$ cat src/scm_pkg.sv
// Constants for the signal conflict fault monitor.
// Assumes a 10 MHz clock; all timing is kept in milliseconds.
package scm_pkg;

    // Register byte offsets
    localparam logic [5:0] A_CTRL     = 6'h00;
    localparam logic [5:0] A_RF_EN    = 6'h04;
    localparam logic [5:0] A_CLR_EN   = 6'h08;
    localparam logic [5:0] A_DUAL_EN  = 6'h0c;
    localparam logic [5:0] A_YEL_INH  = 6'h10;
    localparam logic [5:0] A_STATUS   = 6'h14;
    localparam logic [5:0] A_CH_FAULT = 6'h18;
    localparam logic [5:0] A_CH_ON    = 6'h1c;

    // Control fields and reset value
    localparam int         C_TYPE   = 0;
    localparam int         C_GY     = 1;
    localparam int         C_ARROW  = 2;
    localparam int         C_LAYOUT = 3;
    localparam int         CTRL_W   = 4;
    localparam logic [3:0] CTRL_RST = 4'h0;
    localparam logic       EN_RST   = 1'h1;

    // Status fields
    localparam int S_RF    = 0;
    localparam int S_CLR   = 1;
    localparam int S_DUAL  = 2;
    localparam int S_CFG   = 3;
    localparam int S_WD    = 4;
    localparam int S_BROWN = 5;
    localparam int S_START = 6;
    localparam int S_ANY   = 7;
    localparam int S_STATE = 8;

    // Arrow pairing: four pairs, arrow channels from index 8
    localparam int ARROW_BASE = 8;
    localparam int ARROW_PAIRS = 4;

    // Timebase
    localparam int CLK_HZ  = 10_000_000;
    localparam int TICK_HZ = 1_000;

    // Times in ms
    localparam logic [11:0] AUX_ON_MS   = 12'h226; // 550 ms
    localparam logic [11:0] SIG_ON_MS   = 12'h1f4; // 500 ms
    localparam logic [11:0] RF_MS_A     = 12'h352; // 850 ms
    localparam logic [11:0] RF_MS_B     = 12'h546; // 1350 ms
    localparam logic [11:0] CLR_MS      = 12'ha8c; // 2700 ms
    localparam logic [11:0] DUAL_MS     = 12'h15e; // 350 ms
    localparam logic [11:0] CFG_HOLD_MS = 12'hbb8; // 3000 ms
    localparam logic [13:0] START_MIN_MS = 14'h1770; // 6000 ms
    localparam logic [13:0] START_MAX_MS = 14'h2710; // 10000 ms
    localparam logic [8:0]  BLINK_PER_MS = 9'h1f4; // 500 ms
    localparam logic [8:0]  BLINK2_HALF  = 9'h0fa; // 250 ms
    localparam logic [8:0]  BLINK4_HALF  = 9'h07d; // 125 ms
    localparam logic [2:0]  HB_NEED      = 3'h5;

    typedef enum logic [1:0] {
        ST_START = 2'h0,
        ST_RUN   = 2'h1,
        ST_BROWN = 2'h3
    } scm_state_t;

endpackage

$ cat src/scm_monitor.sv
// Fault detection and latching core of the signal conflict monitor.
// Assumes field inputs are already digitised levels synchronous to clk
// and that software reaches the registers over Avalon-MM.
//
// Function
// - Active auxiliary inhibit stops red-fail checking only.
// - Inhibit active after 550 ms high; inactive when low.
// - Red on after 500 ms high; off when low.
// - Green and yellow qualify with the same 500 ms timing.
// - Any fault except config latches until front panel or remote reset.
// - Channel with no indication past limit triggers red-fail.
// - No red-fail when no indication is shorter than lower limit.
// - Red-fail check enabled per channel.
// - Red-fail needs red-check enable, no inhibit, relay sense off.
// - Yellow under 2.7 s after green triggers clearance fault.
// - Clearance per channel; suppressed by inhibit, enable, sense.
// - Dual indication over limit triggers; never below 200 ms.
// - Per channel all-colour dual, global green-yellow dual.
// - Configuration compared with stored copy; mismatch triggers.
// - Config fault clears only by 3 s front reset hold.
// - Line low triggers and blinks power indicator at 2 Hz.
// - Line restore restarts the start-up interval with 4 Hz indicator.
// - Latched faults survive a line power interruption.
// - Start-up interval suspends checks, closes relay, 4 Hz blink.
// - Start-up ends after 6 s, 5 heartbeat edges, line restored.
// - Missing heartbeat edges by 10 s gives heartbeat fault.
// - Layout switch picks arrow pairing; pairs checked jointly.
`timescale 1ns/1ps

module scm_monitor
    import scm_pkg::*;
#(
    parameter int N_CH     = 18,
    parameter int CFG_W    = 16,
    parameter int TICK_CYC = CLK_HZ / TICK_HZ
) (
    input  wire logic             clk,
    input  wire logic             rst,
    input  wire logic [5:0]       avs_address,
    input  wire logic             avs_read,
    input  wire logic             avs_write,
    input  wire logic [31:0]      avs_writedata,
    output logic      [31:0]      avs_readdata,
    output logic                  avs_waitrequest,
    input  wire logic [N_CH-1:0]  red_in,
    input  wire logic [N_CH-1:0]  yel_in,
    input  wire logic [N_CH-1:0]  grn_in,
    input  wire logic [1:0]       aux_inhibit_in,
    input  wire logic             red_check_en_in,
    input  wire logic             relay_common_sense,
    input  wire logic             controller_heartbeat,
    input  wire logic             front_reset,
    input  wire logic             remote_reset,
    input  wire logic             line_volt_low,
    input  wire logic             line_volt_restore,
    input  wire logic [CFG_W-1:0] config_in,
    output logic                  relay_closed,
    output logic                  force_flash,
    output logic                  power_led,
    output logic                  card_led,
    output logic      [N_CH-1:0]  ch_fault_led
);

    localparam int NS    = 3 * N_CH + 2;
    localparam int CUR_W = CTRL_W + 4 * N_CH + CFG_W;

    ////////////////////////////////////////////////////////////////////
    // Millisecond timebase and blink patterns

    logic [13:0] div_q;
    logic [8:0]  bl_q;
    wire         tick   = div_q == 14'(TICK_CYC - 1);
    wire         blink2 = bl_q < BLINK2_HALF;
    wire         blink4 = (bl_q < BLINK4_HALF) ||
                          (bl_q >= BLINK2_HALF &&
                           bl_q < BLINK2_HALF + BLINK4_HALF);

    always_ff @(posedge clk or posedge rst) begin
        if (rst) begin
            div_q <= '0;
            bl_q  <= '0;
        end else begin
            div_q <= tick ? '0 : div_q + 14'h1;
            if (tick) begin
                bl_q <= (bl_q == BLINK_PER_MS - 9'h1) ? '0 : bl_q + 9'h1;
            end
        end
    end

    ////////////////////////////////////////////////////////////////////
    // Input qualification: on only after a held high level

    wire [NS-1:0] raw = {aux_inhibit_in, grn_in, yel_in, red_in};
    logic [NS-1:0] on;

    for (genvar i = 0; i < NS; i++) begin : g_q
        localparam logic [11:0] THR = (i >= 3 * N_CH) ? AUX_ON_MS
                                                       : SIG_ON_MS;
        logic [11:0] qc_q;
        always_ff @(posedge clk or posedge rst) begin
            if (rst) begin
                qc_q <= '0;
            end else if (!raw[i]) begin
                qc_q <= '0;
            end else if (tick && qc_q < THR) begin
                qc_q <= qc_q + 12'h1;
            end
        end
        assign on[i] = raw[i] && qc_q >= THR;
    end

    wire [N_CH-1:0] red_on = on[N_CH-1:0];
    wire [N_CH-1:0] yel_on = on[2*N_CH-1:N_CH];
    wire [N_CH-1:0] grn_on = on[3*N_CH-1:2*N_CH];
    wire            aux_on = |on[NS-1:NS-2];

    ////////////////////////////////////////////////////////////////////
    // Registers and bus slave

    logic [CTRL_W-1:0] ctrl_q;
    logic [N_CH-1:0]   rf_en_q;
    logic [N_CH-1:0]   clr_en_q;
    logic [N_CH-1:0]   dual_en_q;
    logic [N_CH-1:0]   yel_inh_q;
    logic              ack_q;
    logic [31:0]       rd_q;
    logic [31:0]       stat;

    scm_state_t state_q;
    logic [N_CH-1:0] rf_flt_q;
    logic [N_CH-1:0] cl_flt_q;
    logic [N_CH-1:0] du_flt_q;
    logic            cfg_flt_q;
    logic            wd_flt_q;

    wire req = avs_read || avs_write;
    wire wr  = avs_write && ack_q;
    assign avs_waitrequest = req && !ack_q;
    assign avs_readdata    = rd_q;

    wire [31:0] rmux =
        (avs_address == A_CTRL)     ? 32'(ctrl_q)   :
        (avs_address == A_RF_EN)    ? 32'(rf_en_q)  :
        (avs_address == A_CLR_EN)   ? 32'(clr_en_q) :
        (avs_address == A_DUAL_EN)  ? 32'(dual_en_q) :
        (avs_address == A_YEL_INH)  ? 32'(yel_inh_q) :
        (avs_address == A_STATUS)   ? stat :
        (avs_address == A_CH_FAULT) ? 32'(ch_fault_led) :
        (avs_address == A_CH_ON)    ? 32'(red_on | yel_on | grn_on) :
        32'h0;

    always_comb begin
        stat          = '0;
        stat[S_RF]    = |rf_flt_q;
        stat[S_CLR]   = |cl_flt_q;
        stat[S_DUAL]  = |du_flt_q;
        stat[S_CFG]   = cfg_flt_q;
        stat[S_WD]    = wd_flt_q;
        stat[S_BROWN] = state_q == ST_BROWN;
        stat[S_START] = state_q == ST_START;
        stat[S_ANY]   = force_flash;
        stat[S_STATE +: 2] = state_q;
    end

    always_ff @(posedge clk or posedge rst) begin
        if (rst) begin
            ack_q     <= 1'b0;
            rd_q      <= '0;
            ctrl_q    <= CTRL_RST;
            rf_en_q   <= {N_CH{EN_RST}};
            clr_en_q  <= {N_CH{EN_RST}};
            dual_en_q <= {N_CH{EN_RST}};
            yel_inh_q <= '0;
        end else begin
            ack_q <= req && !ack_q;
            if (avs_read && !ack_q) begin
                rd_q <= rmux;
            end
            if (wr && avs_address == A_CTRL) begin
                ctrl_q <= avs_writedata[CTRL_W-1:0];
            end
            if (wr && avs_address == A_RF_EN) begin
                rf_en_q <= avs_writedata[N_CH-1:0];
            end
            if (wr && avs_address == A_CLR_EN) begin
                clr_en_q <= avs_writedata[N_CH-1:0];
            end
            if (wr && avs_address == A_DUAL_EN) begin
                dual_en_q <= avs_writedata[N_CH-1:0];
            end
            if (wr && avs_address == A_YEL_INH) begin
                yel_inh_q <= avs_writedata[N_CH-1:0];
            end
        end
    end

    ////////////////////////////////////////////////////////////////////
    // Per-channel checks

    function automatic int pair_of(int ch, bit lay);
        int p;
        p = ch;
        if (ch < ARROW_BASE && ch % 2 == 0) begin
            p = lay ? ARROW_BASE + ch / 4 : ARROW_BASE + ch / 2;
        end else if (ch >= ARROW_BASE && ch < ARROW_BASE + ARROW_PAIRS) begin
            if (!lay) begin
                p = 2 * (ch - ARROW_BASE);
            end else if (ch < ARROW_BASE + 2) begin
                p = 4 * (ch - ARROW_BASE);
            end
        end
        return (p < N_CH) ? p : ch;
    endfunction

    wire checks_on = state_q == ST_RUN && red_check_en_in &&
                     !relay_common_sense;
    wire [11:0] rf_thr = ctrl_q[C_TYPE] ? RF_MS_B : RF_MS_A;
    wire clr_req = front_reset || remote_reset;

    logic [1:0]      n_on [N_CH];
    logic [N_CH-1:0] rf_set;
    logic [N_CH-1:0] cl_set;
    logic [N_CH-1:0] du_set;

    for (genvar c = 0; c < N_CH; c++) begin : g_ch
        localparam int PS = pair_of(c, 1'b0);
        localparam int PC = pair_of(c, 1'b1);
        logic [11:0] nc_q;
        logic [11:0] dc_q;
        logic [11:0] yc_q;
        logic        pend_q;
        logic        gd_q;

        assign n_on[c] = 2'(red_on[c]) + 2'(yel_on[c]) + 2'(grn_on[c]);
        wire [1:0] n_pt = ctrl_q[C_LAYOUT] ? n_on[PC] : n_on[PS];
        wire       paired = ctrl_q[C_ARROW] &&
                            (ctrl_q[C_LAYOUT] ? PC != c : PS != c);
        wire [2:0] n_all = 3'(n_on[c]) +
                           (paired ? 3'(n_pt) : 3'h0);
        wire rf_gate = checks_on && !aux_on && rf_en_q[c];
        wire multi = (dual_en_q[c] && n_all >= 3'h2) ||
                     (ctrl_q[C_GY] && grn_on[c] && yel_on[c]);
        wire cl_gate = checks_on && clr_en_q[c] && !yel_inh_q[c];

        always_ff @(posedge clk or posedge rst) begin
            if (rst) begin
                nc_q <= '0;
                dc_q <= '0;
            end else begin
                if (!rf_gate || n_all != 3'h0) begin
                    nc_q <= '0;
                end else if (tick && nc_q < rf_thr) begin
                    nc_q <= nc_q + 12'h1;
                end
                if (!checks_on || !multi) begin
                    dc_q <= '0;
                end else if (tick && dc_q < DUAL_MS) begin
                    dc_q <= dc_q + 12'h1;
                end
            end
        end

        // Yellow is timed on the raw level so qualification delay
        // does not eat into the 2.7 s window.
        always_ff @(posedge clk or posedge rst) begin
            if (rst) begin
                gd_q   <= 1'b0;
                pend_q <= 1'b0;
                yc_q   <= '0;
            end else begin
                gd_q <= grn_on[c];
                if (!cl_gate) begin
                    pend_q <= 1'b0;
                    yc_q   <= '0;
                end else if (gd_q && !grn_on[c]) begin
                    pend_q <= 1'b1;
                    yc_q   <= '0;
                end else if (cl_set[c]) begin
                    // Drop the pending check once it fires, else a reset
                    // could never clear the latch while red stays on
                    pend_q <= 1'b0;
                end else if (pend_q && yc_q >= CLR_MS) begin
                    pend_q <= 1'b0;
                end else if (pend_q && yel_in[c] && tick) begin
                    yc_q <= yc_q + 12'h1;
                end
            end
        end

        assign rf_set[c] = rf_gate && nc_q >= rf_thr;
        assign du_set[c] = checks_on && dc_q >= DUAL_MS;
        assign cl_set[c] = pend_q && yc_q < CLR_MS && !yel_in[c] &&
                           (red_on[c] || grn_on[c]);
    end

    ////////////////////////////////////////////////////////////////////
    // Configuration compare

    logic [CUR_W-1:0] stored_q;
    logic             stored_vld_q;
    logic [11:0]      fr_ms_q;
    wire [CUR_W-1:0]  cur_cfg = {ctrl_q, rf_en_q, clr_en_q, dual_en_q,
                                 yel_inh_q, config_in};
    wire cfg_acc = fr_ms_q >= CFG_HOLD_MS;
    wire cfg_set = stored_vld_q && tick && cur_cfg != stored_q;

    always_ff @(posedge clk or posedge rst) begin
        if (rst) begin
            stored_q     <= '0;
            stored_vld_q <= 1'b0;
            fr_ms_q      <= '0;
        end else begin
            if (!front_reset) begin
                fr_ms_q <= '0;
            end else if (tick && !cfg_acc) begin
                fr_ms_q <= fr_ms_q + 12'h1;
            end
            if (cfg_acc || (!stored_vld_q && state_q == ST_RUN)) begin
                stored_q     <= cur_cfg;
                stored_vld_q <= 1'b1;
            end
        end
    end

    ////////////////////////////////////////////////////////////////////
    // Power state and start-up interval

    logic [13:0] st_ms_q;
    logic [2:0]  hb_cnt_q;
    logic        hb_d_q;
    wire hb_edge  = hb_d_q != controller_heartbeat;
    wire st_done  = st_ms_q >= START_MIN_MS && hb_cnt_q >= HB_NEED &&
                    line_volt_restore;
    wire st_tmo   = st_ms_q >= START_MAX_MS;
    wire wd_set   = state_q == ST_START && st_tmo &&
                    hb_cnt_q < HB_NEED;

    always_ff @(posedge clk or posedge rst) begin
        if (rst) begin
            state_q  <= ST_START;
            st_ms_q  <= '0;
            hb_cnt_q <= '0;
            hb_d_q   <= 1'b0;
        end else begin
            hb_d_q <= controller_heartbeat;
            case (state_q)
                ST_START: begin
                    if (tick && !st_tmo) begin
                        st_ms_q <= st_ms_q + 14'h1;
                    end
                    if (hb_edge && hb_cnt_q < HB_NEED) begin
                        hb_cnt_q <= hb_cnt_q + 3'h1;
                    end
                    if (line_volt_low) begin
                        state_q <= ST_BROWN;
                    end else if (st_done || st_tmo) begin
                        state_q <= ST_RUN;
                    end
                end
                ST_RUN: begin
                    if (line_volt_low) begin
                        state_q <= ST_BROWN;
                    end
                end
                default: begin
                    if (line_volt_restore && !line_volt_low) begin
                        state_q  <= ST_START;
                        st_ms_q  <= '0;
                        hb_cnt_q <= '0;
                    end
                end
            endcase
        end
    end

    ////////////////////////////////////////////////////////////////////
    // Fault latches and indicators
    // Brown-out touches only power_led here, so the fault latches ride through it.

    always_ff @(posedge clk or posedge rst) begin
        if (rst) begin
            rf_flt_q     <= '0;
            cl_flt_q     <= '0;
            du_flt_q     <= '0;
            cfg_flt_q    <= 1'b0;
            wd_flt_q     <= 1'b0;
            power_led    <= 1'b0;
            card_led     <= 1'b0;
            ch_fault_led <= '0;
        end else begin
            rf_flt_q  <= (rf_flt_q & ~{N_CH{clr_req}}) | rf_set;
            cl_flt_q  <= (cl_flt_q & ~{N_CH{clr_req}}) | cl_set;
            du_flt_q  <= (du_flt_q & ~{N_CH{clr_req}}) | du_set;
            wd_flt_q  <= (wd_flt_q && !clr_req) || wd_set;
            cfg_flt_q <= (cfg_flt_q && !cfg_acc) || cfg_set;
            card_led  <= cfg_flt_q && blink2;
            ch_fault_led <= rf_flt_q | cl_flt_q | du_flt_q;
            case (state_q)
                ST_START: power_led <= blink4;
                ST_RUN:   power_led <= 1'b1;
                default:  power_led <= blink2;
            endcase
        end
    end

    wire any_fault = |{rf_flt_q, cl_flt_q, du_flt_q, cfg_flt_q, wd_flt_q};
    assign relay_closed = state_q == ST_START ||
                          (state_q == ST_RUN && !any_fault);
    assign force_flash  = !relay_closed;
endmodule

$ cat config.mk
export PLATFORM = sky130hd
export DESIGN_NAME = scm_monitor
export DESIGN_NICKNAME = d
export VERILOG_FILES = /design/src/scm_pkg.sv /design/src/scm_monitor.sv
export SDC_FILE = /design/constraint.sdc
export NUM_CORES = 2
export LEC_CHECK = 0
export ABC_AREA = 1
export BUFFER_PORTS_ARGS = -buffer_cell sky130_fd_sc_hd__buf_2
export CORE_MARGIN = 3
export CORE_UTILIZATION = 62
export DETAILED_ROUTE_END_ITERATION = 10
export PLACE_DENSITY = 0.79
export SYNTH_ARGS = -nofsm -noshare
export SYNTH_HDL_FRONTEND = slang
export SYNTH_SLANG_ARGS = --single-unit
$ cat constraint.sdc
create_clock -name clk -period 61.8 [get_ports clk]
set_input_delay 3.09 -clock clk [delete_from_list [all_inputs] [get_ports clk]]
set_output_delay 3.09 -clock clk [all_outputs]
set_load 0.01 [all_outputs]
# After elaboration in Yosys (flattened, before gate mapping)
# Cells that the tools add are included.
[op_classes] addsub=159 n_lt_le_gt_ge=247 eq_ne=146 n_mux=386 n_bitwise=12 n_reduce_logical=711
[ops] operator="$mux W12" n=276
[ops] operator="$add A12 B1 Y12 const B" n=111
[ops] operator="$ge A12 B9 Y1 const B" n=72
[ops] operator="$lt A12 B9 Y1 const B" n=72
[ops] operator="$logic_and A1 B1 Y1" n=446
[ops] operator="$ge A12 B12 Y1 const B" n=19
[ops] operator="$ge A12 B11 Y1" n=18
[ops] operator="$lt A12 B11 Y1" n=18
[ops] operator="$lt A12 B12 Y1 const B" n=18
[ops] operator="$mux W18" n=8
[ops] operator="$or A18 B18 Y18" n=7
[ops] operator="$ne A2 B1 Y1 const B" n=59
[ops] operator="$logic_not A1 Y1" n=101
[ops] operator="$ne A92 B92 Y1" n=1
[ops] operator="$logic_or A1 B1 Y1" n=80
[ops] operator="$reduce_bool A2 Y1" n=37
[ops] operator="$mux W1" n=73
[ops] operator="$ne A4 B2 Y1 const B" n=18
[ops] operator="$reduce_and A3 Y1" n=21
[ops] operator="$ne A3 B2 Y1 const B" n=19
[ops] operator="$reduce_bool A3 Y1" n=19
[ops] operator="$reduce_or A56 Y1" n=1
[ops] operator="$and A18 B18 Y18" n=3
[ops] operator="$ne A3 B1 Y1 const B" n=18
[ops] operator="43 further kinds" n=146
[totals] register_bits=1689 input_bits=121 wordCells=1831

# Longest topological paths before layout
[depth] ltp_word=13 depth_mapped=20

# Worst setup path before layout
# OpenSTA, ideal clock, no wires.
[synth_path] path_type="input port to output port" from="input port avs_write" to="output port avs_waitrequest" arrival_time_ns=3.299 setup_slack_ns=55.411 cell_stages=2 cell_sequence="nor2_1 nor2_1"
[synth_between] elab_chain_cells=2
[synth_lines] element="start: declaration" line="scm_monitor.sv:41" text="input wire logic avs_write,"
[synth_lines] element="$logic_or A1 B1 Y1" line="scm_monitor.sv:136" text="wire req = avs_read || avs_write;"
[synth_lines] element="$logic_and A1 B1 Y1" line="scm_monitor.sv:138" text="assign avs_waitrequest = req && !ack_q;"
[synth_lines] element="end: declaration" line="scm_monitor.sv:44" text="output logic avs_waitrequest,"
# No other way between the ends.

# Final worst setup path
[layout_path] from="input port yel_in[9]" to="register g_ch[6].nc_q[10]"
[layout_between] elab_chain_cells=9 elab_cells_between_ends=10 classes_between="add/sub (3); mux (3); reduce/logical (4)"
[layout_lines] element="start: declaration" line="scm_monitor.sv:46" text="input wire logic [N_CH-1:0] yel_in,"
[layout_lines] element="$logic_and A1 B1 Y1 (*)" line="scm_monitor.sv:109" text="assign on[i] = raw[i] && qc_q >= THR;"
[layout_lines] element="$add A1 B1 Y2 (*)" line="scm_monitor.sv:234" text="assign n_on[c] = 2'(red_on[c]) + 2'(yel_on[c]) + 2'(grn_on[c]);"
[layout_lines] element="$add A2 B1 Y2 (*)" line="scm_monitor.sv:234"
[layout_lines] element="$mux W2 (*)" line="scm_monitor.sv:235" text="wire [1:0] n_pt = ctrl_q[C_LAYOUT] ? n_on[PC] : n_on[PS];"
[layout_lines] element="$mux W2 (*)" line="scm_monitor.sv:239" text="(paired ? 3'(n_pt) : 3'h0);"
[layout_lines] element="$add A2 B2 Y3 (*)" line="scm_monitor.sv:238" text="wire [2:0] n_all = 3'(n_on[c]) +"
[layout_lines] element="$reduce_bool A3 Y1 (*)" line="scm_monitor.sv:250" text="if (!rf_gate || n_all != 3'h0) begin"
[layout_lines] element="$logic_or A1 B1 Y1 (*)" line="scm_monitor.sv:250"
[layout_lines] element="$mux W12 / $reduce_bool A2 Y1 (equally long branches)"
[layout_lines] element="end signal: assignment" line="scm_monitor.sv:253" text="nc_q <= nc_q + 12'h1;"
[layout_lines] element="end: declaration" line="scm_monitor.sv:228" text="logic [11:0] nc_q;"
# Every way passes the cells marked *; elsewhere a longest branch is shown, timed or not.
# A chain may end at the register's enable or synchronous reset.

==> summary.md <==
| Metric | Value |
|---|---|
| Met2 Usage GRT | `0.480` |
| Cells after Synth | `10,800` |
| DRC | `0` |
| Hold WS | `0.459 ns` |
| Pwr Total | `2.37 mW` |
| Final min period | `7.13 ns` |
| Slew margin rel. | `0.212` |
| Worst skew pair latency | `0.83 ns` |
| Total CTS buffers | `176` |
| Setup violators final | `0` |
| Critical path class | `in2reg` |
| DP Cell Count | `12,700` |
| Setup WS post-layout | `54.67 ns` |
| # rows | `137` |
| Detail-routed net length per standard cell | `16.5 um` |
| Core area | `0.140 sq mm` |
| Vias in the first global route | `71,500` |
| Syn_area_per_cell | `8.13 sq um` |
| Synth-to-layout area growth | `10.1%` |
| Final #Nets | `11,500` |
| Die area | `0.146 sq mm` |
| Htree depth | `4` |
| Worst path cell trace | `buf_2 -> clkinv_1 -> nor2_1 -> fa_1 -> o21ai_0 -> nor2_1 -> ha_1 -> fa_1 -> nor3_1 -> nand2_1 -> inv_2 -> nand2_1 -> nand2_1 -> nor2_1 -> nand2_1 -> a21oi_1` |
| EDFF count, synth | `0` |
| Slowest-stage cell, CP | `nor3_1` |
| Met1 Use GR | `0.392` |
| Largest stage delay on the critical path | `0.96 ns` |
| Postcts setup bufs | `0` |
| Post-Layout Inst Area | `0.0967 sq mm` |
| Max FO, Critical Path | `10` |
| Gr usage total | `0.296` |
| Mapped Area | `0.0878 sq mm` |
| Startpoint Class | `input pin` |
| CTS tree | `built` |
| Initial antenna violation count | `13` |
| Share of cells above drive strength 1 | `0.0708` |
| Cell mode on critical path | `nand2_1` |
| Tcrit/Tclk final | `0.115` |
| Seq/Total Area, Yosys | `0.478` |
| Layout Skew | `0.0386 ns` |
| Bufs on Longest Clock Path | `3` |
| Drt via density | `5.66` |
| #FFs+latches synth | `1,675` |
| Final TNS setup | `0 ns` |
| Leakage | `44.0 nW` |
| Placer Congestion | `0.952` |
| Fin cells | `13,100` |
| Post-CTS sizing | `0` |
| Routed Antenna Nets | `0` |
| Synth area leader | `dfrtp_1` |
| Status | `completed` |
| Yosys top cell area share | `0.462` |
| Pwr dens | `24.5 mW/mm^2` |
| HPWL after DPL | `155,000 um` |
| Fin util | `0.690` |
| CP arrival | `7.81 ns` |
| Via count | `73,900` |
| I/O pins | `176` |
| Final Hold Vio Count | `0` |
| RSZ-0062 raised after global routing | `false` |
| Placed Area | `0.0907 sq mm` |
| FMAX | `0.140 GHz` |
| IO buf count | `147` |
| Met3 usage | `0.0594` |
| Clk sink count | `1,675` |
| Detailed Route Iter0 Violations | `6,236` |
| First-pass GRT wire length | `356,000 um` |
| Die Ht | `382 um` |
| Clk root buf | `clkbuf_16` |
| Slew @ Worst Pin | `1.17 ns` |
| Global route overflow | `0` |
| Setup crit end kind | `register` |
| Starting Density | `0.627` |
| Dpl ws | `53.52 ns` |
| Peak supply drop | `0.0368 mV` |
| Ys Warns | `0` |
| Final Max Tran Viols | `0` |
| Async set or reset register ratio after synthesis | `1.00` |
| Req. time, crit path | `62.48 ns` |
| Worst hold path class | `reg2reg` |
| Largest net degree at the start of global routing | `168` |
| Top_reg_cell synth | `dfrtp_1` |
| Max Cap Viol | `0` |
| Top Usage Layer GRT | `met2` |
| DRT Pass-1 Iters | `10` |
| Post-Route WL | `216,000 um` |
| Distinct cells, synth | `68` |
| Chip width | `382 um` |
| Ranking of synthesized cells by area | `dfrtp_1, inv_1, nand2_1` |
| Reg clk slew, reported paths | `0.06 ns` |
| Post-CTS Hold Buffers | `0` |
==> cells by family after synthesis <==
logic type,after synthesis,synth area share
compound gates,1751,0.111
xor+xnor,224,0.0223
fa+ha+maj,353,0.0525
buf+inv,2048,0.0891
flops,1675,0.478
mux,45,0.00577
other cells,1,0.0000427
simple gates,4701,0.241
==> critical path, delay by kind of cell <==
kind | cells | cell delay, ns
and+or+nand+nor | 8 | 2.19
adders and majority gates | 3 | 1.24
buffers and inverters | 3 | 0.70
AOI/OAI and AO/OA | 2 | 0.57
==> cell usage after synthesis, types with 26 or more instances <==
master,count
a211oi_1,45
a21oi_1,682
a31oi_1,47
clkbuf_1,113
dfrtp_1,1621
dfstp_2,54
fa_1,26
ha_1,327
inv_1,1845
inv_2,39
mux2_2,45
nand2_1,1760
nand3_1,618
nand4_1,244
nor2_1,1128
nor2_2,43
nor3_1,550
nor3_2,34
nor3b_1,82
nor4_1,126
o21a_1,78
o21ai_0,684
o31ai_1,36
or2_2,33
xnor2_1,56
xor2_1,168
==> layout make-up <==
type,count,area [sq um]
Antenna cell,7,17.5
Clock buffer,270,5340
Clock inverter,59,679
Fill cell,10900,43400
Inverter,1893,7120
Multi-Input combinational cell,7088,38100
Sequential cell,1675,42000
Tap cell,1876,2350
Timing Repair Buffer,196,1120
==> metal layers <==
metal / routed length [um] / part of all wire
met1: 90400 / 0.42
met3: 17200 / 0.080
met4: 8910 / 0.041
met5: 13 / 0.000060
met2: 99400 / 0.46
==> cell usage in the layout (no fill, tap or decap), types with 26 or more instances in the layout <==
cell / count
ha_1: 327
inv_1: 1842
nand2_1: 1759
clkbuf_1: 41
nor2_1: 1127
xor2_1: 168
nor3b_1: 82
a21oi_1: 682
clkinv_2: 32
inv_2: 41
clkbuf_16: 181
o21a_1: 78
nor3_2: 34
buf_2: 147
buf_4: 48
clkbuf_8: 48
nand3_1: 618
or2_2: 33
dfstp_2: 54
mux2_2: 45
a31oi_1: 47
xnor2_1: 56
fa_1: 26
nand4_1: 244
a211oi_1: 45
o21ai_0: 683
nor3_1: 550
o31ai_1: 36
dfrtp_1: 1620
nor4_1: 126
nor2_2: 43
==> flip-flops by register name, indices dropped and copies added (netlist names), 18 cells and up <==
register / cells
avs_readdata: 18
ch_fault_led: 18
cl_flt_q: 18
clr_en_q: 18
du_flt_q: 18
dual_en_q: 18
g_ch.dc_q: 216
g_ch.gd_q: 18
g_ch.nc_q: 216
g_ch.pend_q: 18
g_ch.yc_q: 216
g_q.qc_q: 672
rf_en_q: 18
rf_flt_q: 18
stored_q: 92
yel_inh_q: 18
==> path summary, 6_finish.rpt <==
path	start	endpoint	slack (ns)	cells past startpoint
max	yel_in[9]	g_ch[6].nc_q[10]$_DFFE_PP0P_	54.67	16
min	g_q[18].qc_q[10]$_DFFE_PP0P_	g_q[18].qc_q[10]$_DFFE_PP0P_	0.46	2
max reg2reg	g_q[9].qc_q[4]$_DFFE_PP0P_	g_ch[6].nc_q[10]$_DFFE_PP0P_	56.44	17
min reg2reg	g_q[18].qc_q[10]$_DFFE_PP0P_	g_q[18].qc_q[10]$_DFFE_PP0P_	0.46	2
max in group asynchronous	rst	g_q[51].qc_q[6]$_DFFE_PP0P_	54.71	7
min in group asynchronous	rst	g_q[47].qc_q[6]$_DFFE_PP0P_	2.39	2
==> power by group <==
part           switching [mW]  internal, mW  leakage (nW)
Clock                   0.447         0.642          2.97
Sequential             0.0214          1.12          23.1
Combinational          0.0943        0.0410          18.0
No activity file was read; power rests on OpenSTA's default activity.
